--- config.mk ---
export PLATFORM = sky130hd
export DESIGN_NAME = led_fault_flag_protection
export DESIGN_NICKNAME = d
export VERILOG_FILES = /design/src/rtl/fault_pkg.sv /design/src/rtl/flag_qualifier.sv /design/src/rtl/led_fault_flag_protection.sv
export SDC_FILE = /design/constraint.sdc
export NUM_CORES = 1
export LEC_CHECK = 0
export ABC_AREA = 1
export BUFFER_PORTS_ARGS = -buffer_cell sky130_fd_sc_hd__buf_4
export CELL_PAD_IN_SITES_DETAIL_PLACEMENT = 2
export CELL_PAD_IN_SITES_GLOBAL_PLACEMENT = 2
export CORE_MARGIN = 2
export CORE_UTILIZATION = 21
export CTS_CLUSTER_SIZE = 10
export DETAILED_ROUTE_END_ITERATION = 16
export GPL_TIMING_DRIVEN = 0
export HOLD_SLACK_MARGIN = 0.05
export PLACE_DENSITY = 0.76
export SLEW_MARGIN = 0
export SYNTH_ARGS = -nofsm -noshare
export SYNTH_HDL_FRONTEND = slang
export SYNTH_SLANG_ARGS = --single-unit
--- constraint.sdc ---
create_clock -name clk -period 1 [get_ports clk]
set_input_delay 0.2 -clock clk [delete_from_list [all_inputs] [get_ports clk]]
set_output_delay 0.2 -clock clk [all_outputs]
set_load 0.05 [all_outputs]
--- src/rtl/fault_pkg.sv ---
// Constants and types shared by the fault-flag and boost protection logic
package fault_pkg;

  // Register offsets on the register port
  localparam logic [7:0] OPEN_FLAGS_ADDR   = 8'hB0;  // Open fault flags
  localparam logic [7:0] SHORT_FLAGS_ADDR  = 8'hB1;  // Short fault flags
  localparam logic [7:0] FAULT_EN_ADDR     = 8'hB2;  // Fault detect enables
  localparam logic [7:0] BOOST_STATUS_ADDR = 8'hB3;  // Boost protection status
  localparam logic [7:0] OVP_SEL_ADDR      = 8'h2C;  // Over-voltage level select

  // Fault enable register fields
  localparam int OPEN_EN_BIT  = 0;                   // Open detection enable
  localparam int SHORT_EN_BIT = 1;                   // Short detection enable
  localparam logic [1:0] FAULT_EN_RESET = 2'h0;      // Both detections off

  // Flag register layout
  localparam int HV_COUNT     = 2;                   // High-voltage sinks
  localparam int LV_COUNT     = 5;                   // Low-voltage sinks
  localparam int HV_FIELD_LSB = 0;                   // High-voltage bits start
  localparam int LV_FIELD_LSB = 2;                   // Low-voltage bits start
  localparam int FLAG_WIDTH   = 7;                   // Used flag bits

  // Boost status register fields
  localparam int STATUS_OVP_BIT = 0;                 // Switching halted by OVER_VOLTAGE_LIMIT
  localparam int STATUS_OCP_BIT = 1;                 // Cycle ended by current limit

  // Over-voltage level select field
  localparam int OVP_SEL_LSB = 0;                    // Field position
  typedef enum logic [1:0] {
    OVP_16V = 2'b00,
    OVP_24V = 2'b01,
    OVP_32V = 2'b10,
    OVP_40V = 2'b11
  } ovp_level_t;
  localparam ovp_level_t OVP_SEL_RESET = OVP_16V;    // Power-up level

  // Comparator trip points served by the analog front end
  localparam int HV_OPEN_TRIP_MV    = 200;           // High-voltage sink floor
  localparam int LV_OPEN_TRIP_MV    = 110;           // Low-voltage sink floor
  localparam int SHORT_TRIP_MV      = 1000;          // Short detect margin
  localparam int OVP_HYSTERESIS_MV  = 1000;          // Restart margin
  localparam int SWITCH_LIMIT_MA    = 1000;          // Switch current limit

  // Boost protection state
  typedef enum logic {
    BOOST_RUN  = 1'b0,
    BOOST_HOLD = 1'b1
  } boost_state_t;

endpackage

--- src/rtl/flag_qualifier.sv ---
// Enable-gated fault flag bank: one registered flag per condition bit
`timescale 1ns/1ns
`default_nettype none

module flag_qualifier #(
  parameter int WIDTH = 7
) (
  input  wire logic             clk,
  input  wire logic             reset,
  input  wire logic             enable,
  input  wire logic [WIDTH-1:0] condition,
  output logic      [WIDTH-1:0] flags_reg
);

  // Flags follow the qualified comparators, zero while disabled
  always_ff @(posedge clk)
  begin
    if (reset)
    begin
      flags_reg <= '0;
    end
    else if (enable)
    begin
      flags_reg <= condition;
    end
    else
    begin
      flags_reg <= '0;
    end
  end

endmodule // flag_qualifier

`default_nettype wire

--- src/rtl/led_fault_flag_protection.sv ---
// LED open/short fault flags and boost over-voltage / current-limit control
`timescale 1ns/1ns
`default_nettype none

module led_fault_flag_protection (
  // Clock and reset
  input  wire logic                           clk,
  input  wire logic                           reset,
  // Register port
  input  wire logic [7:0]                     reg_addr,
  input  wire logic                           reg_wr,
  input  wire logic [7:0]                     reg_wdata,
  input  wire logic                           reg_rd,
  output logic      [7:0]                     reg_rdata,
  // High-voltage sink comparators
  input  wire logic [fault_pkg::HV_COUNT-1:0] hv_sink_active,
  input  wire logic [fault_pkg::HV_COUNT-1:0] hv_sink_low,
  input  wire logic [fault_pkg::HV_COUNT-1:0] hv_anode_on_boost,
  input  wire logic [fault_pkg::HV_COUNT-1:0] hv_string_short,
  // Low-voltage sink comparators
  input  wire logic [fault_pkg::LV_COUNT-1:0] lv_sink_active,
  input  wire logic [fault_pkg::LV_COUNT-1:0] lv_sink_low,
  input  wire logic [fault_pkg::LV_COUNT-1:0] lv_led_short,
  // Boost converter sensing
  input  wire logic                           boost_at_ovp,
  input  wire logic                           boost_below_restart,
  input  wire logic                           switch_over_current,
  input  wire logic                           switch_cycle_start,
  input  wire logic                           switch_pwm_request,
  // Boost converter controls
  output logic                                boost_switch_on,
  output logic      [1:0]                     over_voltage_limit_sel,
  output logic                                switching_halted
);

  // Stored enables for open and short detection
  logic [1:0]                     fault_en_reg;
  // Selected over-voltage level
  fault_pkg::ovp_level_t          ovp_sel_reg;
  // Over-voltage hold state
  fault_pkg::boost_state_t        boost_state_reg;
  fault_pkg::boost_state_t        boost_state_next;
  // Current-limit latch for the present cycle
  logic                           limit_hit_reg;
  // Registered flag banks
  logic [fault_pkg::FLAG_WIDTH-1:0] open_flags;
  logic [fault_pkg::FLAG_WIDTH-1:0] short_flags;
  // Qualified comparator conditions
  logic [fault_pkg::FLAG_WIDTH-1:0] open_cond;
  logic [fault_pkg::FLAG_WIDTH-1:0] short_cond;
  logic [fault_pkg::HV_COUNT-1:0]   hv_open_cond;
  logic [fault_pkg::HV_COUNT-1:0]   hv_short_cond;
  logic [fault_pkg::LV_COUNT-1:0]   lv_open_cond;
  logic [fault_pkg::LV_COUNT-1:0]   lv_short_cond;
  // Boost output reached the over-voltage level
  logic                           ovp_reached;
  // Read data next value
  logic [7:0]                     read_next;
  // Switch gate next value
  logic                           switch_next;
  // Current-limit latch next value
  logic                           limit_next;

  // Write strobes per register
  logic                           wr_fault_en;
  logic                           wr_ovp_sel;

  // Decode writes; flag registers are read-only
  assign wr_fault_en = reg_wr && (reg_addr == fault_pkg::FAULT_EN_ADDR);
  assign wr_ovp_sel  = reg_wr && (reg_addr == fault_pkg::OVP_SEL_ADDR);

  // Fault detect enables, off after reset
  always_ff @(posedge clk)
  begin
    if (reset)
    begin
      fault_en_reg <= fault_pkg::FAULT_EN_RESET;
    end
    else if (wr_fault_en)
    begin
      // Open and short enables from bits 0 and 1
      fault_en_reg[0] <= reg_wdata[fault_pkg::OPEN_EN_BIT];
      fault_en_reg[1] <= reg_wdata[fault_pkg::SHORT_EN_BIT];
    end
  end

  // Over-voltage level select, 16V at power-up
  always_ff @(posedge clk)
  begin
    if (reset)
    begin
      ovp_sel_reg <= fault_pkg::OVP_SEL_RESET;
    end
    else if (wr_ovp_sel)
    begin
      // Any of the four codes is legal
      ovp_sel_reg <= fault_pkg::ovp_level_t'(
        reg_wdata[fault_pkg::OVP_SEL_LSB +: 2]);
    end
  end

  // Drive the selected level to the analog comparator
  always_ff @(posedge clk)
  begin
    if (reset)
    begin
      over_voltage_limit_sel <= fault_pkg::OVP_SEL_RESET;
    end
    else
    begin
      over_voltage_limit_sel <= ovp_sel_reg;
    end
  end

  // Boost has touched the threshold or is being held off by it
  assign ovp_reached = boost_at_ovp || (boost_state_reg == fault_pkg::BOOST_HOLD);

  // High-voltage open: low sink, boost-fed anode, boost at OVER_VOLTAGE_LIMIT
  assign hv_open_cond = hv_sink_active & hv_sink_low
                      & hv_anode_on_boost
                      & {fault_pkg::HV_COUNT{ovp_reached}};

  // Low-voltage open: any active sink below its floor
  assign lv_open_cond = lv_sink_active & lv_sink_low;

  // High-voltage short: enabled sink, string voltage collapsed
  assign hv_short_cond = hv_sink_active & hv_string_short;

  // Low-voltage short: active LED voltage below margin
  assign lv_short_cond = lv_sink_active & lv_led_short;

  // Open register layout: HV in 1:0, LV in 6:2
  always_comb
  begin
    open_cond = '0;
    open_cond[fault_pkg::HV_FIELD_LSB +: fault_pkg::HV_COUNT] = hv_open_cond;
    open_cond[fault_pkg::LV_FIELD_LSB +: fault_pkg::LV_COUNT] = lv_open_cond;
  end

  // Short register layout: string under test in 0, LV in 6:2
  always_comb
  begin
    short_cond = '0;
    // Only one string is enabled during the test, so either reports here
    short_cond[fault_pkg::HV_FIELD_LSB] = |hv_short_cond;
    short_cond[fault_pkg::LV_FIELD_LSB +: fault_pkg::LV_COUNT] = lv_short_cond;
  end

  // Open flags, gated by the open enable
  flag_qualifier #(
    .WIDTH     (fault_pkg::FLAG_WIDTH)
  ) open_bank (
    .clk       (clk),
    .reset     (reset),
    .enable    (fault_en_reg[fault_pkg::OPEN_EN_BIT]),
    .condition (open_cond),
    .flags_reg (open_flags)
  );

  // Short flags, gated by the short enable
  flag_qualifier #(
    .WIDTH     (fault_pkg::FLAG_WIDTH)
  ) short_bank (
    .clk       (clk),
    .reset     (reset),
    .enable    (fault_en_reg[fault_pkg::SHORT_EN_BIT]),
    .condition (short_cond),
    .flags_reg (short_flags)
  );

  // Over-voltage hold: stop at threshold, restart 1V lower
  always_comb
  begin
    boost_state_next = boost_state_reg;
    unique case (boost_state_reg)
      fault_pkg::BOOST_RUN:
      begin
        // Threshold reached: halt switching
        if (boost_at_ovp)
        begin
          boost_state_next = fault_pkg::BOOST_HOLD;
        end
      end
      fault_pkg::BOOST_HOLD:
      begin
        // Output discharged below restart point
        if (boost_below_restart && !boost_at_ovp)
        begin
          boost_state_next = fault_pkg::BOOST_RUN;
        end
      end
    endcase
  end

  // Over-voltage state register
  always_ff @(posedge clk)
  begin
    if (reset)
    begin
      boost_state_reg <= fault_pkg::BOOST_RUN;
    end
    else
    begin
      boost_state_reg <= boost_state_next;
    end
  end

  // Current limit ends the cycle; a new cycle rearms the switch
  always_comb
  begin
    limit_next = limit_hit_reg;
    if (switch_cycle_start)
    begin
      // Next switching cycle resumes
      limit_next = 1'b0;
    end
    if (switch_over_current)
    begin
      // Limit in the same cycle wins over rearm
      limit_next = 1'b1;
    end
  end

  // Current-limit latch
  always_ff @(posedge clk)
  begin
    if (reset)
    begin
      limit_hit_reg <= 1'b0;
    end
    else
    begin
      limit_hit_reg <= limit_next;
    end
  end

  // Switch gate: request unless held by OVER_VOLTAGE_LIMIT or the current limit
  always_comb
  begin
    switch_next = switch_pwm_request;
    if (boost_state_next == fault_pkg::BOOST_HOLD)
    begin
      // Output at threshold, let it discharge
      switch_next = 1'b0;
    end
    if (limit_next)
    begin
      // Rest of this cycle stays off
      switch_next = 1'b0;
    end
  end

  // Registered switch gate drive
  always_ff @(posedge clk)
  begin
    if (reset)
    begin
      boost_switch_on <= 1'b0;
    end
    else
    begin
      boost_switch_on <= switch_next;
    end
  end

  // Registered over-voltage halt indicator
  always_ff @(posedge clk)
  begin
    if (reset)
    begin
      switching_halted <= 1'b0;
    end
    else
    begin
      switching_halted <= (boost_state_next == fault_pkg::BOOST_HOLD);
    end
  end

  // Read multiplexer; unmapped offsets read zero
  always_comb
  begin
    read_next = 8'h00;
    unique case (reg_addr)
      fault_pkg::OPEN_FLAGS_ADDR:
      begin
        // Bit 7 reserved, reads zero
        read_next = {1'b0, open_flags};
      end
      fault_pkg::SHORT_FLAGS_ADDR:
      begin
        // Bits 7 and 1 reserved, read zero
        read_next = {1'b0, short_flags};
      end
      fault_pkg::FAULT_EN_ADDR:
      begin
        // Enables in the low two bits
        read_next = {6'h00, fault_en_reg};
      end
      fault_pkg::BOOST_STATUS_ADDR:
      begin
        // Live protection state
        read_next[fault_pkg::STATUS_OVP_BIT] = (boost_state_reg == fault_pkg::BOOST_HOLD);
        read_next[fault_pkg::STATUS_OCP_BIT] = limit_hit_reg;
      end
      fault_pkg::OVP_SEL_ADDR:
      begin
        // Level select in the low two bits
        read_next = {6'h00, ovp_sel_reg};
      end
      default:
      begin
        // Unmapped offset
        read_next = 8'h00;
      end
    endcase
  end

  // Read data register, loaded on a read strobe and held otherwise
  always_ff @(posedge clk)
  begin
    if (reset)
    begin
      reg_rdata <= 8'h00;
    end
    else if (reg_rd)
    begin
      reg_rdata <= read_next;
    end
  end

endmodule // led_fault_flag_protection

`default_nettype wire

# Word level (Yosys, flattened, before mapping)
# Index checks and enable logic that the tools add are counted.
# word_totals
elab_cells,40
output_inout_bits,12
reg_bits,31
# classes
n_reduce_logical,9
eq_ne,5
n_mux,7
n_bitwise,9
# ops
cell,count
8-bit equality test (second input constant),4
5-bit bitwise AND,2
2-bit case mux with 5 select lines,1
5-bit case mux with 2 select lines,1
2-bit bitwise AND,4
8-bit by 6-bit equality test with 1-bit output (second input constant),1
2-bit OR reduction,3
1-bit 2-to-1 mux,4
1-bit logical AND,3
1-bit NOT,3
3-bit OR reduction,1
1-bit case mux with 2 select lines,1
1-bit zero test,1
1-bit logical OR,1

# Longest topological paths before layout
# depth
word_depth,5
mapped_depth,8

# By module
# From an unflattened synthesis, not the netlist that was laid out.
# unflattened
cells_unflattened,193
area_unflattened_um2,1360.1
# modules_own_cells
module,n_inst,cells_each,seq_area_each_um2,area_each_um2
led_fault_flag_protection,1,147,320.3,954.7
flag_qualifier,2,23,140.1,202.7

# Least setup slack after synthesis
# OpenSTA, ideal clock, no wires.
# synth_path
path_type,register -> register
start,"reg, netlist name switching_halted"
end,reg switching_halted
stages_incl_launch_ff,5
setup_ns,0.064
t_arrival_ns,1.014
setup_slack_ns,-0.077
synth_period_minus_slack_ns,1.077
cell_sequence,dfxtp_1 > inv_1 > o21ai_0 > inv_1 > nor2_1
# synth_rtl
element,line,text
end signal: assignment,led_fault_flag_protection.sv:275,switching_halted <= (boost_state_next == fault_pkg::BOOST_HOLD);
end: declaration,led_fault_flag_protection.sv:33,output logic switching_halted

# Final worst setup path
# layout_path
start,reg switching_halted
end,out switching_halted
# No word-level cell between the ends.

==> run_results.csv <==
group,metric,value,unit
clock_network,cts_num_sinks,29,
clock_network,cts_root_buf,"clkbuf_8",
grt,grt_pass1_wl,5910,µm
hold_path,hold_class,"input port to register",
clock_network,cts_tree,"built",
clock_network,numCtsBuffers,5,
sta,hold_violations,0,
setup_path,r2r_cells,4,
route,drt_wl_total,3500,µm
sta,fin_skew,0.00134,ns
placement,post-place-ws,-0.267,ns
clock_network,postCtsHoldBufs,0,
yosys,synth_fp_nets,206,
route,drc,0,
grt,grt-ovfl-total,0,
die,core_area,0.00557,mm²
clock_network,cts_buffer_depth,2,
die,num_rows,27,
power_and_ir_drop,switching_power,600,µW
setup_path,path_cells,"buf_8",
route,vias,1215,
power_and_ir_drop,comb_power_share,15.2,%
yosys,ys_seq_area_share,47.1,%
power_and_ir_drop,internal_power,1900,µW
final_layout,final_core_util,33.5,%
grt,grt_pass1_vias,1344,
clock_network,clkSlewWorstSetupHoldPaths,0.06,ns
hold_path,holdPathStages,3,
setup_path,slowest_stage,"dfxtp_4",
sta,setup_ws,0.0239,ns
route,met1_length,1530,µm
power_and_ir_drop,p_seq_share,47.6,%
sta,period_needed,0.976,ns
yosys,yosysWarningCount,0,
route,dr_wl_met3,176,µm
power_and_ir_drop,p_total,2500,µW
setup_path,critical-path-top-delay-family,"flip-flops",
setup_path,critPathBufInv,1,
final_layout,final_cell_mix,"buf_4, nand3_1, nor2_1, dfxtp_1",
final_layout,n_antenna_cell,0,
route,wire_per_inst,12.1,µm
die,start_util,22.1,%
setup_path,startpoint_type,"register",
sta,fin_crit_sh,97.6,%
placement,gp_congestion,0.693,
clock_network,clk_latency,0.27,ns
setup_path,cp.depth,1,
route,via_per_inst,4.20,
die,dieArea,0.00650,mm²
route,drt_iter0_drc,29,
route,drt_pass1_iterations,2,
route,highest_layer,"met4",
final_layout,area_delta_synth_final,51.5,%
power_and_ir_drop,leakage,0.000860,µW
sta,timing.fmax,1020,MHz
setup_path,worstPathMaxFanout,4,
grt,grt_max_degree,11,
final_layout,final_common_cell,"buf_4",
setup_path,timing_worst_setup_path_type,"register to output pin",
grt,grt.total_usage,11.7,%
clock_network,htree_levels,2,
setup_path,end_kind,"output pin",
placement,portBuffers,52,
yosys,avgSynthCellArea,7.81,µm²
route,ant_nets,0,
die,die_h,80.6,µm
die,die_w,80.6,µm
grt,antenna_found_initial,0,
setup_path,cp_data_arrival_time,0.78,ns
sta,setup_viol,0,
setup_path,cpPeakStageDelay,0.36,ns
power_and_ir_drop,power_density,1340,mW/mm²
yosys,ys_types,22,
die,ios,60,
yosys,synth-seq-cells,29,
run_status,status,"finished, final reports clean",
sta,rsz0062_at_grt,"true",
yosys,synth_area,0.00123,mm²
flow_run,maxCapViolCount,0,
final_layout,nets,265,
final_layout,fill_cells,667,
power_and_ir_drop,peakVddDrop,0.468,mV
setup_path,cp.required,0.80,ns
power_and_ir_drop,switching_share,24.0,%
final_layout,drive_above_1_share,38.7,%
placement,dp_hpwl,2990,µm
sta,slew_viol_final,0,
yosys,syn_inst,158,
route,wl_met2,1740,µm
power_and_ir_drop,clkPwrFrac,37.2,%
## path summary, 6_finish.rpt
check	startpoint	to	slack (ns)
worst max-delay path	switching_halted$_SDFF_PP0_	switching_halted	0.02
worst min-delay path	switch_over_current	limit_hit_reg$_SDFF_PP0_	0.15
worst max register to register	switching_halted$_SDFF_PP0_	switching_halted$_SDFF_PP0_	0.17
worst min register to register	ovp_sel_reg[1]$_SDFFE_PP0P_	over_voltage_limit_sel[1]$_SDFF_PP0_	0.46
## area by class of cell
class	instances	area (µm²)	area share, %
flip-flops and latches	29	593	31.7
multi-input cells	103	541	28.9
repair buffers	52	432	23.1
well taps	72	90.1	4.82
clock buffers	7	86.3	4.62
inverters	22	82.6	4.42
plain buffers	4	45.0	2.41
## Yosys cell counts
| master | instances | share of area (%) |
|---|---|---|
| nor2_4 | 1 | 0.91 |
| conb_1 | 1 | 0.30 |
| o21ai_0 | 5 | 2.0 |
| dfxtp_1 | 29 | 47 |
| nand4_1 | 2 | 1.0 |
| nand2_4 | 2 | 1.8 |
| buf_8 | 1 | 1.2 |
| nor2_1 | 23 | 7.0 |
| nand2_1 | 20 | 6.1 |
| nor2_8 | 1 | 1.6 |
| nor2_2 | 1 | 0.51 |
| o211ai_1 | 5 | 3.0 |
| buf_4 | 1 | 0.61 |
| nor3_4 | 1 | 1.3 |
| inv_1 | 20 | 6.1 |
| nand3_1 | 29 | 12 |
| inv_2 | 2 | 0.61 |
| o21ai_1 | 2 | 0.81 |
| nand2_2 | 2 | 1.0 |
| or2_1 | 1 | 0.51 |
| a21oi_1 | 7 | 2.8 |
| buf_6 | 2 | 1.8 |
## metal layers
| metal | track usage [%] | up-vias |
|---|---|---|
| li1 | - | 621 |
| met1 | 14.4 | 556 |
| met2 | 19.8 | 33 |
| met3 | 2.70 | 5 |
| met4 | 4.07 | 0 |
| met5 | 0 | - |
## cells by family (layout without fill, tap and decap cells)
logic type / Yosys count / after routing / synth area share, %
AND/OR/NAND/NOR: 83 / 83 / 33.6
flip-flops: 29 / 29 / 47.1
buffers and inverters: 26 / 85 / 10.3
AO/OA/AOI/OAI: 19 / 19 / 8.72
other: 1 / 1 / 0.304
## power groups by stage
stage / combinational [µW] / clock [µW] / sequential (µW)
after CTS: 383 / 961 / 1190
after global routing: 416 / 1020 / 1190
after detailed placement: 371 / 0 / 1210
final: 380 / 932 / 1190
after floorplan: 122 / 0 / 1260
after global placement: 361 / 0 / 1210
## timing repair
action,4_1_cts,5_1_grt
cloned,0,0
resized for setup,16,9
buffers inserted,0,0
pin swaps,0,0
endpoints found under the setup margin,8,8
## stage by stage
stage | hold WS (ns) | area, µm² | TNS, ns | cells
after floorplan | 0.264 | 1230 | 0 | 158
after global placement | 0.426 | 1720 | -1.56 | 282
after detailed placement | 0.431 | 1720 | -2.09 | 282
after CTS | 0.147 | 1850 | 0 | 289
after global routing | 0.163 | 1870 | -0.00332 | 289
final | 0.152 | 1870 | 0 | 289
Power figures use the tool's default switching activity.
